File: config.mk
export PLATFORM = sky130hd
export DESIGN_NAME = eipcs_bank
export DESIGN_NICKNAME = d
export VERILOG_FILES = /design/src/design/eipcs_pkg.sv /design/src/design/eipcs_bank.sv
export VERILOG_INCLUDE_DIRS = /design/src /design/src/design
export SDC_FILE = /design/constraint.sdc
export NUM_CORES = 1
export LEC_CHECK = 0
export ABC_AREA = 1
export BUFFER_PORTS_ARGS = -buffer_cell sky130_fd_sc_hd__buf_2
export CAP_MARGIN = 20
export CORE_ASPECT_RATIO = 1.2
export CORE_MARGIN = 4
export CORE_UTILIZATION = 54
export DETAILED_ROUTE_END_ITERATION = 10
export PLACE_DENSITY = 0.78
export SLEW_MARGIN = 30
export SYNTH_ARGS = -nofsm -noshare
export SYNTH_HDL_FRONTEND = slang
export SYNTH_SLANG_ARGS = --single-unit
File: constraint.sdc
create_clock -name clk_sys -period 1.7 [get_ports clk_sys]
set_clock_uncertainty 0.05 [all_clocks]
set_input_delay 0.085 -clock clk_sys [delete_from_list [all_inputs] [get_ports clk_sys]]
set_output_delay 0.085 -clock clk_sys [all_outputs]
set_load 0.1 [all_outputs]
File: src/design/eipcs_regs.svh
// register offsets, field positions and reset values of the error inject / loop clock bank
`ifndef EIPCS_REGS_SVH
`define EIPCS_REGS_SVH

`define EIPCS_OFF_ANALOG_PWR   8'h27
`define EIPCS_OFF_ERR_INJECT   8'h2d
`define EIPCS_OFF_LOOP_CLK_OVR 8'h35

`define EIPCS_BIT_FWD_ERR      7
`define EIPCS_BIT_LOOP_PWRDN   5
`define EIPCS_BIT_STRAP_OSC    3
`define EIPCS_BIT_AUX_TO_LOOP  1
`define EIPCS_BIT_LOOP_OSC     0

`define EIPCS_RST_ANALOG_PWR   8'h00
`define EIPCS_RST_ERR_INJECT   8'h00
`define EIPCS_RST_LOOP_CLK_OVR 8'h01

`endif

File: src/design/eipcs_pkg.sv
// types of the error inject / loop clock bank
package eipcs_pkg;

	// clock source feeding the forward channel loop
	typedef enum logic [1:0] {
		EIPCS_SRC_PIXEL,
		EIPCS_SRC_AUX_PIN,
		EIPCS_SRC_INT_OSC
	} eipcs_src_type;

	// register write/read request from the local serial control port
	typedef struct packed {
		logic       wr;
		logic       rd;
		logic [7:0] addr;
		logic [7:0] wdata;
	} eipcs_req_type;

	// per-frame status from the serializer core
	typedef struct packed {
		logic frame_end;
		logic self_test_on;
	} eipcs_core_type;

endpackage : eipcs_pkg

File: src/design/eipcs_bank.sv
// error inject, loop clock select and loop power-down register bank
`timescale 1ns/1ps
`include "eipcs_regs.svh"

module eipcs_bank (
	// clock and reset
	input  wire  logic                   clk_sys,
	input  wire  logic                   reset,
	// register port
	input  wire  eipcs_pkg::eipcs_req_type req,
	output logic [7:0]                   rdata_r,
	output logic                         rvalid_r,
	// core status and straps
	input  wire  eipcs_pkg::eipcs_core_type core,
	input  wire  logic                   strap_ext_osc,
	input  wire  logic                   clock_to_loop_override,
	// controls to the serializer
	output logic                         corrupt_frame_r,
	output logic                         loop_power_down_r,
	output logic                         serial_out_enable_r,
	output eipcs_pkg::eipcs_src_type     loop_src_r
);
	import eipcs_pkg::*;

	// ------------------------------------------------------------
	// state
	// ------------------------------------------------------------
	logic       fwd_err_r, fwd_err_nxt;
	logic [6:0] st_cnt_r, st_cnt_nxt;
	logic [6:0] st_left_r, st_left_nxt;
	logic       st_on_r, st_on_nxt;
	logic [3:0] ovr_rsvd_r, ovr_rsvd_nxt;
	logic       aux_sel_r, aux_sel_nxt;
	logic       osc_sel_r, osc_sel_nxt;
	logic [7:0] apwr_r, apwr_nxt;
	logic [2:0] strap_sync_r, strap_sync_nxt;
	logic       strap_r, strap_nxt;
	logic [7:0] rdata_nxt;
	logic       rvalid_nxt;
	logic       corrupt_nxt;
	logic       pwrdn_nxt;
	logic       sout_nxt;
	eipcs_src_type src_nxt;
	logic       wr_inj;
	logic       wr_ovr;
	logic       wr_apwr;

	assign wr_inj  = req.wr && (req.addr == `EIPCS_OFF_ERR_INJECT);
	assign wr_ovr  = req.wr && (req.addr == `EIPCS_OFF_LOOP_CLK_OVR);
	assign wr_apwr = req.wr && (req.addr == `EIPCS_OFF_ANALOG_PWR);

	// ------------------------------------------------------------
	// strap synchroniser
	// ------------------------------------------------------------
	// the strap is a pin on no clock of ours: three stages, and the
	// status only moves once the last two agree, so a slow or bouncing
	// resistor level never shows a one-cycle glitch on readback
	always_comb begin
		strap_sync_nxt = {strap_sync_r[1:0], strap_ext_osc};
		strap_nxt      = strap_r;
		if (strap_sync_r[2] == strap_sync_r[1]) begin
			strap_nxt = strap_sync_r[2];
		end
	end

	// ------------------------------------------------------------
	// error injection next state
	// ------------------------------------------------------------
	// the forward error waits for normal mode; while self-test runs only
	// the counted errors go out, so the partner's count stays exact
	always_comb begin
		fwd_err_nxt    = fwd_err_r;
		st_cnt_nxt     = st_cnt_r;
		st_left_nxt    = st_left_r;
		st_on_nxt      = core.self_test_on;
		corrupt_nxt    = 1'b0;

		if (core.frame_end && !core.self_test_on && fwd_err_r) begin
			corrupt_nxt = 1'b1;
			fwd_err_nxt = 1'b0;
		end
		if (core.self_test_on && !st_on_r) begin
			st_left_nxt = st_cnt_r;
		end else if (core.self_test_on && core.frame_end && (st_left_r != 7'h00)) begin
			corrupt_nxt = 1'b1;
			st_left_nxt = st_left_r - 7'h01;
		end

		if (wr_inj) begin
			st_cnt_nxt = req.wdata[6:0];
			// zero write ignored; a set always wins over the clear
			if (req.wdata[`EIPCS_BIT_FWD_ERR]) begin
				fwd_err_nxt = 1'b1;
			end
		end
	end

	// ------------------------------------------------------------
	// clock override and analog power next state
	// ------------------------------------------------------------
	// bits 3 and 2 of the override register are never stored: bit 3 is
	// the live strap status and bit 2 reads zero
	always_comb begin
		ovr_rsvd_nxt   = ovr_rsvd_r;
		aux_sel_nxt    = aux_sel_r;
		osc_sel_nxt    = osc_sel_r;
		apwr_nxt       = apwr_r;
		if (wr_ovr) begin
			ovr_rsvd_nxt = req.wdata[7:4];
			aux_sel_nxt  = req.wdata[`EIPCS_BIT_AUX_TO_LOOP];
			osc_sel_nxt  = req.wdata[`EIPCS_BIT_LOOP_OSC];
		end
		// loop power-down bit stored with the rest; bits 7:6 read zero
		if (wr_apwr) begin
			apwr_nxt = {2'h0, req.wdata[5:0]};
		end
	end

	// ------------------------------------------------------------
	// outputs and read mux
	// ------------------------------------------------------------
	// read data is zero outside the answer cycle so a host that samples
	// late sees nothing stale; the loop source follows the override port
	// one edge later, and a change of source is left to the loop to ride out
	always_comb begin
		rvalid_nxt = req.rd;
		rdata_nxt  = 8'h00;
		if (req.addr == `EIPCS_OFF_ERR_INJECT) begin
			rdata_nxt = {fwd_err_r, st_cnt_r};
		end else if (req.addr == `EIPCS_OFF_LOOP_CLK_OVR) begin
			rdata_nxt = {ovr_rsvd_r, strap_r, 1'b0, aux_sel_r, osc_sel_r};
		end else if (req.addr == `EIPCS_OFF_ANALOG_PWR) begin
			rdata_nxt = apwr_r;
		end
		if (!req.rd) begin
			rdata_nxt = 8'h00;
		end
		pwrdn_nxt = apwr_r[`EIPCS_BIT_LOOP_PWRDN];
		// serial output stops while loop is down
		sout_nxt  = !apwr_r[`EIPCS_BIT_LOOP_PWRDN];
		src_nxt   = EIPCS_SRC_PIXEL;
		if (clock_to_loop_override) begin
			if (osc_sel_r) begin
				src_nxt = EIPCS_SRC_INT_OSC;
			end else if (aux_sel_r) begin
				src_nxt = EIPCS_SRC_AUX_PIN;
			end
		end
	end

	// ------------------------------------------------------------
	// registers
	// ------------------------------------------------------------
	always_ff @(posedge clk_sys) begin
		if (reset) begin
			fwd_err_r           <= 1'(`EIPCS_RST_ERR_INJECT >> `EIPCS_BIT_FWD_ERR);
			st_cnt_r            <= 7'h00;
			st_left_r           <= 7'h00;
			st_on_r             <= 1'b0;
			ovr_rsvd_r          <= 4'h0;
			aux_sel_r           <= 1'b0;
			osc_sel_r           <= 1'b1;
			apwr_r              <= `EIPCS_RST_ANALOG_PWR;
			strap_sync_r        <= 3'h0;
			strap_r             <= 1'b0;
			rdata_r             <= 8'h00;
			rvalid_r            <= 1'b0;
			corrupt_frame_r     <= 1'b0;
			loop_power_down_r   <= 1'b0;
			serial_out_enable_r <= 1'b1;
			loop_src_r          <= EIPCS_SRC_PIXEL;
		end else begin
			fwd_err_r           <= fwd_err_nxt;
			st_cnt_r            <= st_cnt_nxt;
			st_left_r           <= st_left_nxt;
			st_on_r             <= st_on_nxt;
			ovr_rsvd_r          <= ovr_rsvd_nxt;
			aux_sel_r           <= aux_sel_nxt;
			osc_sel_r           <= osc_sel_nxt;
			apwr_r              <= apwr_nxt;
			strap_sync_r        <= strap_sync_nxt;
			strap_r             <= strap_nxt;
			rdata_r             <= rdata_nxt;
			rvalid_r            <= rvalid_nxt;
			corrupt_frame_r     <= corrupt_nxt;
			loop_power_down_r   <= pwrdn_nxt;
			serial_out_enable_r <= sout_nxt;
			loop_src_r          <= src_nxt;
		end
	end

endmodule : eipcs_bank

==> impl_metrics.tcl, run 1 <==
set metrics [dict create \
    whs_ps 12.5 \
    cts_tree "done" \
    fmax_mhz 659 \
    worstPathCellList "inv_1 -> ha_1 -> nand2_1 -> nor2_1 -> nand2_1 -> nand2_2 -> nand2_2 -> nor2_1 -> nor3_1" \
    drc 0 \
    ant_nets 0 \
    yosys.area.top_type "dfxtp_1" \
    cp_slowest_cell "dfxtp_1" \
    p_total_w 0.00203 \
    antennaDiodeCount 0 \
    yosysWarnings 0 \
    yosysSeqAreaShare_pct 46.2 \
    peakVddDrop_v 0.000560 \
    grt_pass1_wl_mm 7.41 \
    cp-start-kind "flip-flop" \
    hold_path_class "in -> reg" \
    final_common_cell "nand2_1" \
    crit_path_end_kind "flip-flop" \
    die-height_um 74.5 \
    io_pins 38 \
    dieArea_um2 4730 \
    place.gp.congestion 0.816 \
    num-fill-cells 313 \
    cts_sinks 46 \
    synth.top_cell.area_share_pct 46.2 \
    setup_viol 0 \
    hpwlAfterDp_mm 3.20 \
    fp.dieW_um 63.4 \
    wirelength_mm 4.19 \
    rsz0062_at_grt "false" \
    synth_area_leaders "dfxtp_1, nand2_1, inv_1, a21oi_1, nor2_1" \
    portBuffers 37 \
    postSynthCellCount 280 \
    finalCritPeriodShare_pct 89.3 \
    netlist_area_um2 1990 \
    viasPerCell 4.89 \
    synth.avg_cell_area_um2 7.11 \
    clock_latency_ps 290 \
    stdcell_area_um2 2390 \
    grt_pass1_vias 1664 \
    post_synth_num_cell_types 24 \
    slew_headroom_pct 67.6 \
    worstPathRequired_ps 1830 \
    layout_common_cells "nand2_1, dfxtp_1, inv_1" \
    leakage_nw 1.14 \
    first_pass_iters 4 \
    core_um2 3450 \
    grt_max_degree 27 \
    num_vias 1799 \
    run_status "completed" \
    powerDensity_nw_per_um2 851 \
    nets 355 \
    drt_iter0_markers 101 \
    clk_path_buf_depth 2 \
    start_util_pct 57.7 \
    drive_above_1_share_pct 19.3 \
    cts_buffers 5 \
    syn-num-nets 305 \
    placed_area_um2 2220 \
    wl_per_cell_um 11.4 \
    finalHoldViolations 0 \
    h-tree-depth 2 \
    antenna_found_initial 0 \
    maxCapViolations 0 \
    period_minus_slack_ps 1520 \
    ys_seq_elements 46 \
    worstMarginPinSlew_ps 490 \
    grt_usage_pct 19.6 \
    rows 23 \
    cp.arrival_ps 1650 \
    root_buffer "clkbuf_8" \
    final_max_slew_viol_count 0 \
    cts.clk_slew.worst_paths_ps 80 \
    crit_type "reg -> reg" \
    path_max_fanout 7 \
    critical-path-max-stage-delay_ps 310 \
    syn_to_final_growth_pct 19.9 \
    overflow 0 \
    fin_setup_tns_ps 0 \
]
==> state kept, by name, summed over array words and instances, names as in the netlist <==
| signal | flops |
|---|---|
| strap_r | 1 |
| fwd_err_r | 1 |
| apwr_r | 6 |
| loop_power_down_r | 1 |
| st_on_r | 1 |
| st_left_r | 7 |
| osc_sel_r | 1 |
| st_cnt_r | 7 |
| corrupt_frame_r | 1 |
| rdata_r | 8 |
| ovr_rsvd_r | 4 |
| rvalid_r | 1 |
| loop_src_r | 2 |
| aux_sel_r | 1 |
| strap_sync_r | 3 |
| serial_out_enable_r | 1 |
==> metal layers <==
metal	global-route usage, %	part of all wire (%)
met5	0	0
met4	6.47	1.3
met3	4.38	3.7
met1	23.0	43
met2	35.6	52
==> worst max-delay path: cells and delay by family (launching register included) <==
kind / cells / cell delay, ps
simple gates: 7 / 630
fa+ha+maj: 1 / 270
flops: 1 / 310
buf+inv: 1 / 140
==> cells by family (layout without fill, tap and decap cells) <==
| family | count (synthesis) | in the layout | share of synthesized area, % |
|---|---|---|---|
| simple gates | 137 | 137 | 31.1 |
| fa+ha+maj | 1 | 1 | 0.628 |
| flops | 46 | 46 | 46.2 |
| xor+xnor | 1 | 1 | 0.440 |
| compound gates | 46 | 46 | 11.9 |
| buf+inv | 49 | 100 | 9.74 |
==> where the power goes <==
group / total [W] / switching, W / internal, W
combinational: 0.000259 / 0.000162 / 0.0000970
sequential: 0.00111 / 0.0000170 / 0.00110
clock: 0.000660 / 0.000333 / 0.000328
total: 0.00203 / 0.000511 / 0.00152
==> repair_timing <==
action | CTS | global route
hold buffers | 8 | 0
setup buffers | 0 | 0
resized for setup | 0 | 0
hold endpoints to repair | 9 | 0
==> Yosys cell counts <==
cell      instances
buf_2             2
ha_1              1
nand2_1          73
nor2_8            1
a21oi_1          26
nand2_4           1
nand3b_1          1
o21ai_0          18
dfxtp_1          46
nor2_1           30
buf_6             1
xnor2_1           1
a211oi_1          1
nand4_1           2
buf_1             2
nor3_1            3
nand3_1          16
inv_1            40
nand3_2           1
nor2_2            1
a21oi_2           1
nor2_4            4
nand2_2           4
inv_2             4
==> through the flow <==
step	cells	setup slack (ps)	utilization [%]
final	368	182	69.2
after global routing	368	2.11	69.2
after CTS	368	182	69.2
after detailed placement	352	200	64.2
after global placement	352	240	64.2
after floorplan	280	353	-
==> final timing paths <==
kind                                       from  depth (start not counted)  slack [ps]               to
worst min register to register  strap_sync_r[0]                          2         360  strap_sync_r[1]
worst max-delay path               st_left_r[0]                          9         180     st_left_r[0]
worst max register to register     st_left_r[0]                          9         180     st_left_r[0]
worst min-delay path                     req[3]                          3          10        apwr_r[3]
==> area by class of cell <==
| class | count | area, µm² | area share (%) |
|---|---|---|---|
| sequential | 46 | 921 | 38.6 |
| inverter | 44 | 165 | 6.91 |
| tap | 37 | 46.3 | 1.94 |
| clock inverter | 1 | 5.00 | 0.210 |
| multi-input combinational | 185 | 877 | 36.7 |
| timing repair buffer | 48 | 288 | 12.0 |
| clock buffer | 7 | 86.3 | 3.61 |
No activity file was read; power rests on OpenSTA's default activity.
==> run 2: changes to the inputs <==
==> constraint.sdc (replaced) <==
create_clock -name clk_sys -period 1.4 [get_ports clk_sys]
set_clock_uncertainty 0.05 [all_clocks]
set_input_delay 0.07 -clock clk_sys [delete_from_list [all_inputs] [get_ports clk_sys]]
set_output_delay 0.07 -clock clk_sys [all_outputs]
set_load 0.1 [all_outputs]
==> run 2 against run 1 <==
  * Register-to-register slack got worse by 130 ps
  * Global-route usage rose by 1.4 points
  * Highest routed layer unchanged
  * Combinational power rose by 42%
==> impl_metrics.tcl, run 2 (synthesis results as in run 1) <==
set metrics [dict create \
    rsz0062_at_grt "true" \
    finalCritPeriodShare_pct 96.3 \
    use_met2_pct 40.0 \
    cts.clk_slew.worst_paths_ps 80 \
    peakVddDrop_v 0.00110 \
    grt_pass1_vias 1757 \
    run_status "completed" \
    fin_setup_tns_ps 0 \
    hpwlAfterDp_mm 3.27 \
    grt_busiest_layer "met2" \
    layout_common_cells "nand2_1, dfxtp_1, inv_1" \
    num_vias 1923 \
    first_pass_iters 5 \
    final_common_cell "nand2_1" \
    maxCapViolations 0 \
    fmax_mhz 742 \
    core_um2 3450 \
    cp-startpoint "st_left_r[0]" \
    crit_type "reg -> reg" \
    fp.dieW_um 63.4 \
    drt_iter0_markers 153 \
    nets 363 \
    reg_top3 "rdata_r x8, st_cnt_r x7, st_left_r x7" \
    start_util_pct 57.7 \
    dieArea_um2 4730 \
    grt_pass1_wl_mm 7.75 \
    dp_cells 356 \
    portBuffers 37 \
    cp-start-kind "flip-flop" \
    worstMarginPinSlew_ps 500 \
    slew_headroom_pct 66.9 \
    setup_viol 0 \
    cp_common_cell "nand2_4" \
    path_max_fanout 7 \
    hold_path_class "in -> reg" \
    antenna_found_initial 0 \
    final_max_slew_viol_count 0 \
    place_ws_ps 88.0 \
    crit_path_end_kind "flip-flop" \
    grtUsageMet3_pct 3.78 \
    period_minus_slack_ps 1350 \
    h-tree-depth 2 \
    utilization_pct 74.0 \
    cts_sinks 46 \
    largest_reg_flops 8 \
    critPathTopFamily "simple AND/OR/NAND/NOR gates" \
    grt_max_degree 27 \
    die-height_um 74.5 \
    cts_buffers 5 \
    antennaDiodeCount 0 \
    grt_usage_pct 21.0 \
    rows 23 \
    cp.arrival_ps 1480 \
    root_buffer "clkbuf_8" \
    leakage_nw 1.21 \
    drive_above_1_share_pct 23.9 \
    clock_latency_ps 290 \
    top_register "rdata_r" \
    hp-start "core[0]" \
    io_pins 38 \
    timing.final.ws_setup_ps 52.1 \
    critical-path-max-stage-delay_ps 350 \
    wl_per_cell_um 12.4 \
    overflow 0 \
    viasPerCell 5.11 \
    placed_area_um2 2250 \
    wirelength_mm 4.66 \
    clk_path_buf_depth 2 \
    finalHoldViolations 0 \
    stdcell_area_um2 2560 \
    ant_nets 0 \
    cts_tree "done" \
    place.gp.congestion 0.863 \
    cp_slowest_cell "dfxtp_2" \
    worstPathCellList "inv_2 -> ha_4 -> nand2_2 -> nor2_1 -> nand2_1 -> nand2_4 -> nand2_4 -> nor2_2 -> nor3_1" \
    worstPathRequired_ps 1530 \
    met1_usage_pct 23.1 \
    syn_to_final_growth_pct 28.3 \
    powerDensity_nw_per_um2 1140 \
    layout.cells.non_filler 376 \
    drc 0 \
    r2r-start "st_left_r[0]" \
    crit_buf_inv 1 \
]
[run 2: cell type report]
type,instances,area (µm²)
clock buffer,6,82.6
clock inverter,2,60.1
fill,290,897
inverter,44,165
multi-input combinational,185,923
sequential,46,923
tap,37,46.3
timing repair buffer,56,355
[run 2: worst paths after layout]
kind | endpoint | slack, ps | depth (start not counted)
worst max-delay path | st_left_r[1] | 50 | 9
worst min-delay path | st_on_r | 10 | 3
worst max register to register | st_left_r[1] | 50 | 9
worst min register to register | strap_sync_r[1] | 360 | 2
[run 2: through the flow]
step	power, W	hold slack (ps)
after floorplan	0.00159	127
after global placement	0.00169	220
after detailed placement	0.00169	232
after CTS	0.00289	7.62
after global routing	0.00304	26.3
final	0.00291	13.2
[run 2: report_power, final]
group	leakage [nW]	switching, W	internal, W
logic	0.762	0.000221	0.000149
registers	0.373	0.0000241	0.00133
clock network	0.0714	0.000425	0.000761
[run 2: worst min-delay path: stages]
cell	delay, ps
buf_2	90
inv_1	80
nor2_1	90
[run 2: metal layers]
layer	part of all wire, %	wire, µm	up-vias
met2	53	2480	65
met1	40	1860	862
met5	0	0	-
li1	-	-	983
met4	2.6	123	0
met3	4.2	197	13
[run 2: repair_timing]
item                                    in CTS  in global routing
endpoints found under the setup margin       0                  7
hold buffers                                11                  0
buffers inserted                             0                  1
hold endpoints to repair                    23                  0
resized for setup                            0                 16
==> run 3: changes to the inputs <==
--- a/config.mk
+++ b/config.mk
@@ -11,9 +11,8 @@
 export CAP_MARGIN = 20
 export CORE_ASPECT_RATIO = 1.2
 export CORE_MARGIN = 4
-export CORE_UTILIZATION = 54
+export CORE_UTILIZATION = 35
 export DETAILED_ROUTE_END_ITERATION = 10
-export PLACE_DENSITY = 0.78
 export SLEW_MARGIN = 30
 export SYNTH_ARGS = -nofsm -noshare
 export SYNTH_HDL_FRONTEND = slang
==> run 3 against run 2 <==
  * Register-to-register slack gained 30 ps
  * Critical endpoint unchanged
  * Largest cell class unchanged
  * Hold slack improved by 6.2 ps
  * Worst setup slack improved by 27 ps
  * Largest power group unchanged
  * Cell count is 7.2% higher
  * Wire length is 5.7% lower
  * Critical path depth did not move
  * Sequential share of layout area fell by 0.25 points
  * First-iteration DRC count is 48% lower
==> impl_metrics.tcl, run 3 (synthesis results as in run 1) <==
set metrics [dict create \
    run_status "completed" \
    layout_common_cells "nand2_1, dfxtp_1, inv_1" \
    grt_usage_pct 13.7 \
    crit_path_end_kind "flip-flop" \
    switching_share_pct 23.2 \
    fmax_mhz 757 \
    grt_pass1_vias 1792 \
    critPathTopFamily "simple AND/OR/NAND/NOR gates" \
    overflow 0 \
    placed_area_um2 2290 \
    cts_tree "done" \
    viasPerCell 4.51 \
    slew_headroom_pct 67.7 \
    cp_slowest_cell "dfxtp_2" \
    portBuffers 37 \
    clock_latency_ps 300 \
    top_register "rdata_r" \
    power.internal_w 0.00223 \
    h-tree-depth 2 \
    fp.dieW_um 76.9 \
    cp-start-kind "flip-flop" \
    crit_type "reg -> reg" \
    seqPwrFrac_pct 46.5 \
    peakVddDrop_v 0.000590 \
    finalCritPeriodShare_pct 94.4 \
    cp.arrival_ps 1450 \
    antenna_found_initial 0 \
    grt_pass1_wl_mm 7.87 \
    start_util_pct 36.8 \
    place.gp.congestion 0.848 \
    maxCapViolations 0 \
    grt_max_degree 27 \
    worstPathRequired_ps 1530 \
    first_pass_iters 4 \
    cts_sinks 46 \
    combPwrFrac_pct 12.0 \
    crit_buf_inv 1 \
    clockPowerShare_pct 41.5 \
    worstMarginPinSlew_ps 488 \
    final_max_slew_viol_count 0 \
    dieArea_um2 6970 \
    critical-path-max-stage-delay_ps 320 \
    clk_path_buf_depth 2 \
    ant_nets 0 \
    setup_viol 0 \
    antennaDiodeCount 0 \
    drc 0 \
    largest_reg_flops 8 \
    num_vias 1817 \
    leakage_nw 1.21 \
    wl_per_cell_um 10.9 \
    drt_iter0_markers 80 \
    drive_above_1_share_pct 22.3 \
    reg_top3 "rdata_r x8, st_cnt_r x7, st_left_r x7" \
    powerDensity_nw_per_um2 1130 \
    core_um2 5410 \
    finalHoldViolations 0 \
    syn_to_final_growth_pct 29.2 \
    rsz0062_at_grt "true" \
    switching_power_w 0.000674 \
    root_buffer "clkbuf_8" \
    period_minus_slack_ps 1320 \
    io_pins 38 \
    stdcell_area_um2 2570 \
    cts_buffers 5 \
    fin_setup_tns_ps 0 \
    hpwlAfterDp_mm 3.35 \
    die-height_um 90.6 \
    wirelength_mm 4.39 \
    final_common_cell "nand2_1" \
    path_max_fanout 7 \
    hold_path_class "in -> reg" \
    r2r_setup_slack_ps 80 \
    utilization_pct 47.6 \
    worstPathCellList "inv_1 -> ha_2 -> nand2_1 -> nor2_1 -> nand2_1 -> nand2_4 -> nand2_4 -> nor2_1 -> nor3_1" \
    rows 29 \
    nets 365 \
    cts.clk_slew.worst_paths_ps 80 \
]
[run 3: per-stage QoR]
step | hold WS (ps) | setup slack, ps | instances | power (W)
2_1_floorplan | 127 | 52.8 | 280 | 0.00159
3_3_place_gp | 233 | 128 | 382 | 0.00169
3_5_place_dp | 233 | 81.1 | 382 | 0.00170
4_1_cts | 16.8 | 67.0 | 401 | 0.00293
5_1_grt | 40.7 | -39.7 | 403 | 0.00304
6_report | 19.4 | 79.1 | 403 | 0.00291
[run 3: worst reg2reg max path: stages (launching register included)]
cell	delay, ps
dfxtp_2	320
inv_1	70
ha_2	170
nand2_1	50
nor2_1	80
nand2_1	110
nand2_4	130
nand2_4	70
nor2_1	100
nor3_1	50
[run 3: power by group through the flow]
stage	Sequential, W	Clock (W)	Combinational (W)
2_1_floorplan	0.00141	0	0.000184
3_3_place_gp	0.00138	0	0.000311
3_5_place_dp	0.00138	0	0.000312
4_1_cts	0.00135	0.00124	0.000336
5_1_grt	0.00136	0.00129	0.000398
6_report	0.00135	0.00121	0.000350
[run 3: path summary, 6_finish.rpt]
check / end / startpoint / depth (start not counted)
min: st_on_r / core[0] / 3
max: st_left_r[1] / st_left_r[0] / 9
min reg2reg: strap_sync_r[1] / strap_sync_r[0] / 2
max reg2reg: st_left_r[1] / st_left_r[0] / 9
[run 3: what timing repair did]
action / 4_1_cts / 5_1_grt
resized for setup: 0 / 6
setup buffers: 0 / 2
hold buffers: 11 / 0
hold endpoints to repair: 22 / 0
endpoints found under the setup margin: 0 / 7
[run 3: cell type report]
| type | count | area [µm²] |
|---|---|---|
| clock buffers | 6 | 82.6 |
| clock inverters | 2 | 60.1 |
| fillers | 544 | 2830 |
| inverters | 44 | 165 |
| multi-input cells | 185 | 895 |
| flip-flops and latches | 46 | 923 |
| well taps | 62 | 77.6 |
| repair buffers | 58 | 370 |
[run 3: metal layers]
layer / track usage (%) / part of all wire [%]
met1: 16.0 / 45
met2: 24.4 / 50
met3: 2.79 / 3.4
met4: 4.98 / 1.6
met5: 0 / 0
